==> src/rtl/ct_irq_consts.vh <==
// Address map, field positions, reset values and modes of the counter/timer and interrupt block
`ifndef CT_IRQ_CONSTS_VH
`define CT_IRQ_CONSTS_VH

// ==========================================================
// Register addresses, four-bit host address
`define ADDR_INTERRUPT_STATUS    4'h5
`define ADDR_INTERRUPT_MASK      4'h5
`define ADDR_AUX_CONTROL         4'h4
`define ADDR_TIMER_COUNT_UPPER   4'h6
`define ADDR_TIMER_COUNT_LOWER   4'h7
`define ADDR_TIMER_PRELOAD_UPPER 4'h6
`define ADDR_TIMER_PRELOAD_LOWER 4'h7
`define ADDR_START_COUNTER       4'hE
`define ADDR_STOP_COUNTER        4'hF

// ==========================================================
// Interrupt status bit positions
`define STAT_TX_A   0
`define STAT_RX_A   1
`define STAT_BRK_A  2
`define STAT_CTR    3
`define STAT_TX_B   4
`define STAT_RX_B   5
`define STAT_BRK_B  6
`define STAT_IN_CHG 7

// ==========================================================
// Aux control mode field
`define AUX_MODE_MSB     6
`define AUX_MODE_LSB     4
`define AUX_MODE_TIMER   2
`define SRC_C_EXT        3'h0
`define SRC_C_TXCA       3'h1
`define SRC_C_TXCB       3'h2
`define SRC_C_XTAL16     3'h3
`define SRC_T_EXT        3'h4
`define SRC_T_EXT16      3'h5
`define SRC_T_XTAL       3'h6
`define SRC_T_XTAL16     3'h7

// ==========================================================
// Reset values and counts
`define RST_STATUS       8'h00
`define RST_MASK         8'h00
`define RST_AUX_MODE     3'h0
`define RST_PRELOAD      16'h0002
`define RST_COUNT        16'h0000
`define RST_RDATA        8'h00
`define PRESCALE_LAST    4'hF
`define COUNT_ZERO       16'h0000
`define COUNT_ONE        16'h0001

`endif

==> src/rtl/counter_timer_interrupt_status.v <==
// Counter/timer with interrupt status, mask and active-low interrupt output of a dual UART
`timescale 1ns/100ps
`include "ct_irq_consts.vh"

module counter_timer_interrupt_status (
	// Clock and reset
	input  wire       clock_i,
	input  wire       rst_b_i,
	// Host register bus, same clock
	input  wire [3:0] bus_addr_i,
	input  wire       bus_rd_i,
	input  wire       bus_wr_i,
	input  wire [7:0] bus_wdata_i,
	output wire [7:0] bus_rdata_o,
	// Channel receive events, index 0 is channel A
	input  wire [1:0] chan_mode_one_rx_full_i,
	input  wire [1:0] rx_push_i,
	input  wire [1:0] rx_fifo_full_i,
	input  wire [1:0] rx_holding_read_i,
	input  wire [1:0] rx_fifo_nonempty_i,
	// Channel transmit and break
	input  wire [1:0] chan_transmit_ready_i,
	input  wire [1:0] brk_change_i,
	input  wire [1:0] brk_change_reset_i,
	// Other status and commands
	input  wire       input_change_i,
	input  wire       timeout_disable_i,
	// Counter clock sources
	input  wire       ext_clk_pin_i,
	input  wire       txca_clk_i,
	input  wire       txcb_clk_i,
	// Output port select for the timer pin
	input  wire       timer_pin_select_i,
	// Outputs
	output wire       interrupt_out_n_o,
	output wire       timer_output_pin_o
);

	// ==========================================================
	// Helpers
	function is_timer;
		input [2:0] mode;
		begin
			is_timer = mode[`AUX_MODE_TIMER];
		end
	endfunction

	// ==========================================================
	// Host strobe edges
	reg        rd_prev_q;
	reg        wr_prev_q;
	wire       rd_go;
	wire       wr_go;
	assign rd_go = bus_rd_i & ~rd_prev_q;
	assign wr_go = bus_wr_i & ~wr_prev_q;

	wire start_cmd = rd_go & (bus_addr_i == `ADDR_START_COUNTER);
	wire stop_cmd  = rd_go & (bus_addr_i == `ADDR_STOP_COUNTER);

	always @(posedge clock_i or negedge rst_b_i) begin
		if (!rst_b_i) begin
			rd_prev_q <= 1'b0;
			wr_prev_q <= 1'b0;
		end else begin
			rd_prev_q <= bus_rd_i;
			wr_prev_q <= bus_wr_i;
		end
	end

	// ==========================================================
	// Writable registers
	reg [7:0]  interrupt_mask_q;
	reg [2:0]  aux_mode_q;
	reg [15:0] preload_q;

	always @(posedge clock_i or negedge rst_b_i) begin
		if (!rst_b_i) begin
			interrupt_mask_q <= `RST_MASK;
			aux_mode_q       <= `RST_AUX_MODE;
			preload_q        <= `RST_PRELOAD;
		end else if (wr_go) begin
			case (bus_addr_i)
				`ADDR_INTERRUPT_MASK: begin
					interrupt_mask_q <= bus_wdata_i;
				end
				`ADDR_AUX_CONTROL: begin
					aux_mode_q <= bus_wdata_i[`AUX_MODE_MSB:`AUX_MODE_LSB];
				end
				`ADDR_TIMER_PRELOAD_UPPER: begin
					preload_q[15:8] <= bus_wdata_i;
				end
				`ADDR_TIMER_PRELOAD_LOWER: begin
					preload_q[7:0] <= bus_wdata_i;
				end
				default: begin
					preload_q <= preload_q;
				end
			endcase
		end
	end

	// ==========================================================
	// Counter clock selection
	// External pin is asynchronous, so two stages before the edge detector
	reg        ext_s1_q;
	reg        ext_s2_q;
	reg        ext_s3_q;
	reg        txca_prev_q;
	reg        txcb_prev_q;
	reg [3:0]  xtal_div_q;
	reg [3:0]  ext_div_q;
	wire       ext_edge  = ext_s2_q & ~ext_s3_q;
	wire       txca_edge = txca_clk_i & ~txca_prev_q;
	wire       txcb_edge = txcb_clk_i & ~txcb_prev_q;
	wire       xtal16    = (xtal_div_q == `PRESCALE_LAST);
	wire       ext16     = ext_edge & (ext_div_q == `PRESCALE_LAST);
	reg        tick;

	always @(posedge clock_i or negedge rst_b_i) begin
		if (!rst_b_i) begin
			ext_s1_q    <= 1'b0;
			ext_s2_q    <= 1'b0;
			ext_s3_q    <= 1'b0;
			txca_prev_q <= 1'b0;
			txcb_prev_q <= 1'b0;
			xtal_div_q  <= 4'h0;
			ext_div_q   <= 4'h0;
		end else begin
			ext_s1_q    <= ext_clk_pin_i;
			ext_s2_q    <= ext_s1_q;
			ext_s3_q    <= ext_s2_q;
			txca_prev_q <= txca_clk_i;
			txcb_prev_q <= txcb_clk_i;
			xtal_div_q  <= xtal_div_q + 4'h1;
			if (ext_edge) begin
				ext_div_q <= ext_div_q + 4'h1;
			end
		end
	end

	always @* begin
		case (aux_mode_q)
			`SRC_C_EXT:    tick = ext_edge;
			`SRC_C_TXCA:   tick = txca_edge;
			`SRC_C_TXCB:   tick = txcb_edge;
			`SRC_C_XTAL16: tick = xtal16;
			`SRC_T_EXT:    tick = ext_edge;
			`SRC_T_EXT16:  tick = ext16;
			`SRC_T_XTAL:   tick = 1'b1;
			`SRC_T_XTAL16: tick = xtal16;
			default:       tick = 1'b0;
		endcase
	end

	// ==========================================================
	// Counter/timer core
	reg  [15:0] count_q;
	reg         running_q;
	reg         wave_q;
	reg         ctr_ready_q;
	reg         timer_pin_q;
	wire [15:0] count_dec = count_q - 16'h0001;
	wire        timer_md  = is_timer(aux_mode_q);

	always @(posedge clock_i or negedge rst_b_i) begin
		if (!rst_b_i) begin
			count_q     <= `RST_COUNT;
			running_q   <= 1'b0;
			wave_q      <= 1'b1;
		end else if (start_cmd) begin
			count_q   <= preload_q;
			running_q <= 1'b1;
			wave_q    <= 1'b1;
		end else begin
			if (stop_cmd && !timer_md) begin
				running_q <= 1'b0;
				wave_q    <= 1'b1;
			end else if (running_q && tick) begin
				if (timer_md) begin
					// decrement, reload and toggle at zero
					// new preload only at next reload
					if (count_dec == `COUNT_ZERO) begin
						count_q <= preload_q;
						wave_q  <= ~wave_q;
					end else begin
						count_q <= count_dec;
					end
				end else begin
					count_q <= count_dec;
					if (count_dec == `COUNT_ZERO) begin
						wave_q <= 1'b0;
					end
				end
			end
		end
	end

	// Set wins over time-out clear in the same cycle, and over stop in timer mode only
	wire reach_zero = running_q & tick & ~start_cmd & (count_q == `COUNT_ONE);
	// timer mode sets on every second zero, the rising toggle; counter mode on each zero without stop
	wire ctr_set    = reach_zero & (timer_md ? ~wave_q : ~(stop_cmd));

	always @(posedge clock_i or negedge rst_b_i) begin
		if (!rst_b_i) begin
			ctr_ready_q <= 1'b0;
		end else if (ctr_set) begin
			ctr_ready_q <= 1'b1;
		end else if (stop_cmd || timeout_disable_i) begin
			ctr_ready_q <= 1'b0;
		end
	end

	// ==========================================================
	// Receive and break status per channel
	wire [1:0] rx_stat;
	wire [1:0] brk_stat;
	genvar ch;
	generate
		for (ch = 0; ch < 2; ch = ch + 1) begin : chan
			reg rx_q;
			reg refill_q;
			reg brk_q;
			// push sets, read clears, refill if more remain
			// full mode sets only on a filling push
			// held character entering counts as filling push
			wire rx_set = chan_mode_one_rx_full_i[ch] ?
			              (rx_push_i[ch] & rx_fifo_full_i[ch]) :
			              (rx_push_i[ch] | (refill_q & rx_fifo_nonempty_i[ch]));
			always @(posedge clock_i or negedge rst_b_i) begin
				if (!rst_b_i) begin
					rx_q     <= 1'b0;
					refill_q <= 1'b0;
					brk_q    <= 1'b0;
				end else begin
					refill_q <= rx_holding_read_i[ch];
					if (rx_set) begin
						rx_q <= 1'b1;
					end else if (rx_holding_read_i[ch]) begin
						rx_q <= 1'b0;
					end
					if (brk_change_i[ch]) begin
						brk_q <= 1'b1;
					end else if (brk_change_reset_i[ch]) begin
						brk_q <= 1'b0;
					end
				end
			end
			assign rx_stat[ch]  = rx_q;
			assign brk_stat[ch] = brk_q;
		end
	endgenerate

	// ==========================================================
	// Status vector
	wire [7:0] interrupt_status;
	assign interrupt_status[`STAT_TX_A]   = chan_transmit_ready_i[0];
	assign interrupt_status[`STAT_RX_A]   = rx_stat[0];
	assign interrupt_status[`STAT_BRK_A]  = brk_stat[0];
	assign interrupt_status[`STAT_CTR]    = ctr_ready_q;
	assign interrupt_status[`STAT_TX_B]   = chan_transmit_ready_i[1];
	assign interrupt_status[`STAT_RX_B]   = rx_stat[1];
	assign interrupt_status[`STAT_BRK_B]  = brk_stat[1];
	assign interrupt_status[`STAT_IN_CHG] = input_change_i;

	// ==========================================================
	// Read data and outputs
	reg [7:0] rdata_q;
	reg       irq_n_q;

	always @(posedge clock_i or negedge rst_b_i) begin
		if (!rst_b_i) begin
			rdata_q     <= `RST_RDATA;
			irq_n_q     <= 1'b1;
			timer_pin_q <= 1'b1;
		end else begin
			// low when any unmasked status bit set
			irq_n_q <= ~|(interrupt_status & interrupt_mask_q);
			timer_pin_q <= timer_pin_select_i ? wave_q : 1'b1;
			if (rd_go) begin
				case (bus_addr_i)
					`ADDR_INTERRUPT_STATUS:  rdata_q <= interrupt_status;
					`ADDR_TIMER_COUNT_UPPER: rdata_q <= count_q[15:8];
					`ADDR_TIMER_COUNT_LOWER: rdata_q <= count_q[7:0];
					default:                 rdata_q <= `RST_RDATA;
				endcase
			end
		end
	end

	assign bus_rdata_o        = rdata_q;
	assign interrupt_out_n_o  = irq_n_q;
	assign timer_output_pin_o = timer_pin_q;

endmodule

==> config.mk <==
export PLATFORM = sky130hd
export DESIGN_NAME = counter_timer_interrupt_status
export DESIGN_NICKNAME = d
export VERILOG_FILES = /design/src/rtl/counter_timer_interrupt_status.v
export VERILOG_INCLUDE_DIRS = /design/src /design/src/rtl
export SDC_FILE = /design/constraint.sdc
export NUM_CORES = 1
export LEC_CHECK = 0
export ABC_AREA = 1
export BUFFER_PORTS_ARGS = -buffer_cell sky130_fd_sc_hd__buf_2
export CAP_MARGIN = 20
export CORE_ASPECT_RATIO = 1.2
export CORE_MARGIN = 1
export CORE_UTILIZATION = 55
export DETAILED_ROUTE_END_ITERATION = 10
export PLACE_DENSITY = 0.81
export SYNTH_ARGS = -nofsm -noshare
export SYNTH_HDL_FRONTEND = slang
export SYNTH_SLANG_ARGS = --single-unit
export TNS_END_PERCENT = 50
==> constraint.sdc <==
create_clock -name clock_i -period 2.6 [get_ports clock_i]
set_input_delay 0.52 -clock clock_i [delete_from_list [all_inputs] [get_ports clock_i]]
set_output_delay 0.52 -clock clock_i [all_outputs]
set_load 0.005 [all_outputs]
==> flow_metrics.py <==
metrics = {
    "cts": {
        "cts_inserted_buffers": 9,
        "cts_buffer_depth": 2,
        "cts_root_buf": "clkbuf_8",
        "cts.sinks": 77,
        "cts_resized": 0,
        "cts.clk_slew.worst_paths_ns": 0.08,
        "cts_tree": "done",
        "h-tree-depth": 3,
        "postCtsSetupRepairBufs": 0,
        "clock_latency_ns": 0.36,
        "hold_buffers": 0,
    },
    "placed_design": {
        "place_hpwl_mm": 7.41,
        "io_buffer_count": 47,
        "routabilityCongestion": 0.926,
    },
    "worst_setup_path": {
        "crit_chain": "inv_1, ha_1, nand3_2, nor2_2, nand2_1, nand2_1, nand2_1, nor2_1, nand2_1, inv_2, nand3_4, buf_4, nand3_1, nand3_1, nand2_1",
        "crit_slowest_cell": "dfrtp_1",
        "cp_common_cell": "nand2_1",
        "critical-path-top-delay-family": "simple AND/OR/NAND/NOR gates",
        "cp-start-kind": "flip-flop",
        "cpPeakStageDelay_ns": 0.44,
        "critPathBufInv": 3,
        "crit_fanout": 12,
        "critPathCaptureType": "flip-flop",
        "crit_required_ns": 2.90,
        "crit_type": "reg2reg",
        "critPathArrivalTime_ns": 2.64,
    },
    "cells_and_area": {
        "nets": 614,
        "syn_to_final_growth_pct": 13.1,
        "ff_latch_area_um2": 1930,
        "layout-drive-gt1-share_pct": 19.4,
        "multiInputGateArea_um2": 1760,
        "fin_util_pct": 65.6,
        "fillers": 620,
        "diodes": 0,
    },
    "timing": {
        "fin_setup_tns_ns": 0,
        "hold_slack_ns": 0.168,
        "worst_pin_slew_ns": 0.599,
        "slew_headroom_pct": 60.1,
        "final-setup-viol-count": 0,
        "finalCriticalPeriod_ns": 2.33,
        "min_period_over_period_pct": 89.8,
        "fmax_mhz": 429,
        "rsz0062_at_grt": "no",
        "skew_ns": 0.00570,
        "final-hold-violation-count": 0,
        "final_max_slew_viol_count": 0,
    },
    "power_and_ir_drop": {
        "p_leak_nw": 2.43,
        "powerDensity_nw_per_um2": 891,
        "ir_worst_vdd_mv": 0.513,
    },
    "global_routing": {
        "grt_first_pass_wirelength_mm": 16.0,
        "antenna_found_initial": 0,
        "grt_overflow": 0,
        "grt_usage_pct": 27.8,
        "grt_max_degree": 49,
        "grt_pass1_vias": 3333,
    },
    "run": {
        "drv_cap": 0,
    },
    "floorplan": {
        "ios": 48,
        "fp.dieW_um": 80.1,
        "die_y_um": 95.7,
        "dieArea_um2": 7670,
        "core-area_um2": 6940,
        "rows": 33,
        "initial_core_util_pct": 58.0,
    },
    "drt": {
        "drcViolationCount": 0,
        "viasPerCell": 5.39,
        "wl_per_cell_um": 14.7,
        "wl_mm": 9.72,
        "dr.first_iter.drc_count": 392,
        "ant_nets": 0,
        "vias": 3572,
        "firstDrtPassIters": 5,
    },
    "logic_synthesis": {
        "syn-num-nets": 559,
        "syn_area_per_cell_um2": 7.80,
        "synth_area_um2": 4030,
        "yosys_warnings": 0,
        "ys_seq_area_share_pct": 48.0,
        "syn_inst": 516,
        "ys_types": 39,
        "yosys_register_bits": 77,
    },
    "outcome": {
        "status": "completed",
    },
    "hold_path": {
        "hold_path.class": "in2async",
    },
}
[report_power, final]
| part | total [W] | internal [W] | switching (W) |
|---|---|---|---|
| Combinational | 0.00147 | 0.000537 | 0.000932 |
| Clock | 0.000815 | 0.000369 | 0.000447 |
| Sequential | 0.00177 | 0.00147 | 0.000306 |
| Total | 0.00406 | 0.00237 | 0.00168 |
[cell usage after synthesis (all sizes together)]
| cell type | count | area share (%) |
|---|---|---|
| clkinv | 2 | 0.22 |
| inv | 72 | 6.7 |
| clkbuf | 4 | 0.37 |
| o21ai | 34 | 4.2 |
| dfrtp | 73 | 45 |
| ha | 5 | 1.6 |
| xor2 | 5 | 1.1 |
| o221ai | 2 | 0.44 |
| o31ai | 1 | 0.19 |
| o211ai | 2 | 0.37 |
| a211oi | 1 | 0.19 |
| nor2 | 41 | 4.8 |
| o22ai | 1 | 0.16 |
| nor3 | 2 | 0.37 |
| nor4 | 1 | 0.53 |
| dfstp | 4 | 2.6 |
| nand3b | 4 | 0.75 |
| nand3 | 57 | 7.6 |
| buf | 5 | 1.2 |
| or2 | 2 | 0.31 |
| a2111oi | 1 | 0.22 |
| xnor2 | 2 | 0.44 |
| mux2 | 1 | 0.28 |
| o21bai | 2 | 0.37 |
| a21oi | 3 | 0.37 |
| nand4 | 7 | 1.1 |
| nand2 | 182 | 18 |
[cell usage in the layout (no fill, tap or decap), types with 2 or more instances in the layout]
cell / Yosys / final
buf_4: 0 / 6
nor2_1: 33 / 33
o211ai_1: 2 / 2
buf_2: 3 / 46
inv_1: 65 / 65
o21bai_1: 2 / 2
o21ai_1: 5 / 5
o21ai_0: 29 / 29
a21oi_1: 3 / 3
nand2_2: 13 / 13
xor2_1: 5 / 5
clkbuf_8: 0 / 10
inv_2: 7 / 7
dfstp_2: 4 / 4
nand3_1: 54 / 54
nand3b_1: 4 / 4
nand2_1: 167 / 167
nand3_2: 2 / 2
or2_2: 2 / 2
nor2_4: 4 / 4
nor2_2: 4 / 4
xnor2_1: 2 / 2
o221ai_1: 2 / 2
dfrtp_1: 73 / 73
ha_1: 5 / 5
nand4_1: 7 / 7
clkinv_2: 1 / 5
[per-stage QoR]
stage / setup slack [ns] / total power [W] / std cells / cell area [um2]
after floorplan: 0.611 / 0.00279 / 516 / 4030
after global placement: 0.401 / 0.00321 / 647 / 4370
after detailed placement: 0.331 / 0.00323 / 647 / 4370
after CTS: 0.306 / 0.00406 / 663 / 4540
after global routing: 0.0160 / 0.00435 / 663 / 4550
final: 0.266 / 0.00406 / 663 / 4550
[final cells by class]
type                       count  share of cell area [%]
timing repair buffer          53                    6.49
clock buffer                  10                    3.02
sequential                    77                    42.5
multi-input combinational    356                    38.7
tap                           87                    2.39
clock inverter                 6                   0.797
inverter                      74                    6.13
[routing by layer]
layer / part of all wire [%] / GRT usage (%) / up-vias
met3: 5.1 / 4.55 / 30
li1: - / - / 1732
met5: 0 / 0 / -
met1: 41 / 36.1 / 1686
met2: 50 / 45.8 / 124
met4: 3.3 / 12.8 / 0
[worst paths after layout]
kind,from,to,slack [ns],cells after the start
hold reg to reg,ext_s1_q,ext_s2_q,0.37,0
max in group asynchronous,rst_b_i,interrupt_out_n_o,1.78,2
min in group clock_i,ext_clk_pin_i,ext_s1_q,0.27,1
setup reg to reg,count_q[0],count_q[14],0.27,15
hold / removal,rst_b_i,ext_div_q[2],0.17,1
setup / recovery,count_q[0],count_q[14],0.27,15
[kinds of logic after synthesis]
kind of cell / Yosys count / share of synthesized area, %
and+or+nand+nor: 296 / 33.7
buffers and inverters: 83 / 8.45
DFF: 77 / 48.0
AOI/OAI and AO/OA: 47 / 6.53
xor gates and xnor gates: 7 / 1.52
adders and majority gates: 5 / 1.55
muxes: 1 / 0.280
[registers in the layout, indices dropped and copies added (netlist names)]
| signal | cells |
|---|---|
| count_q | 16 |
| preload_q | 16 |
| bus_rdata_o | 8 |
| interrupt_mask_q | 8 |
| ext_div_q | 4 |
| xtal_div_q | 4 |
| aux_mode_q | 3 |
| chan.brk_q | 2 |
| chan.refill_q | 2 |
| chan.rx_q | 2 |
| ctr_ready_q | 1 |
| ext_s1_q | 1 |
| ext_s2_q | 1 |
| ext_s3_q | 1 |
| interrupt_out_n_o | 1 |
| rd_prev_q | 1 |
| running_q | 1 |
| timer_output_pin_o | 1 |
| txca_prev_q | 1 |
| txcb_prev_q | 1 |
| wave_q | 1 |
| wr_prev_q | 1 |
No activity file was read; power rests on OpenSTA's default activity.
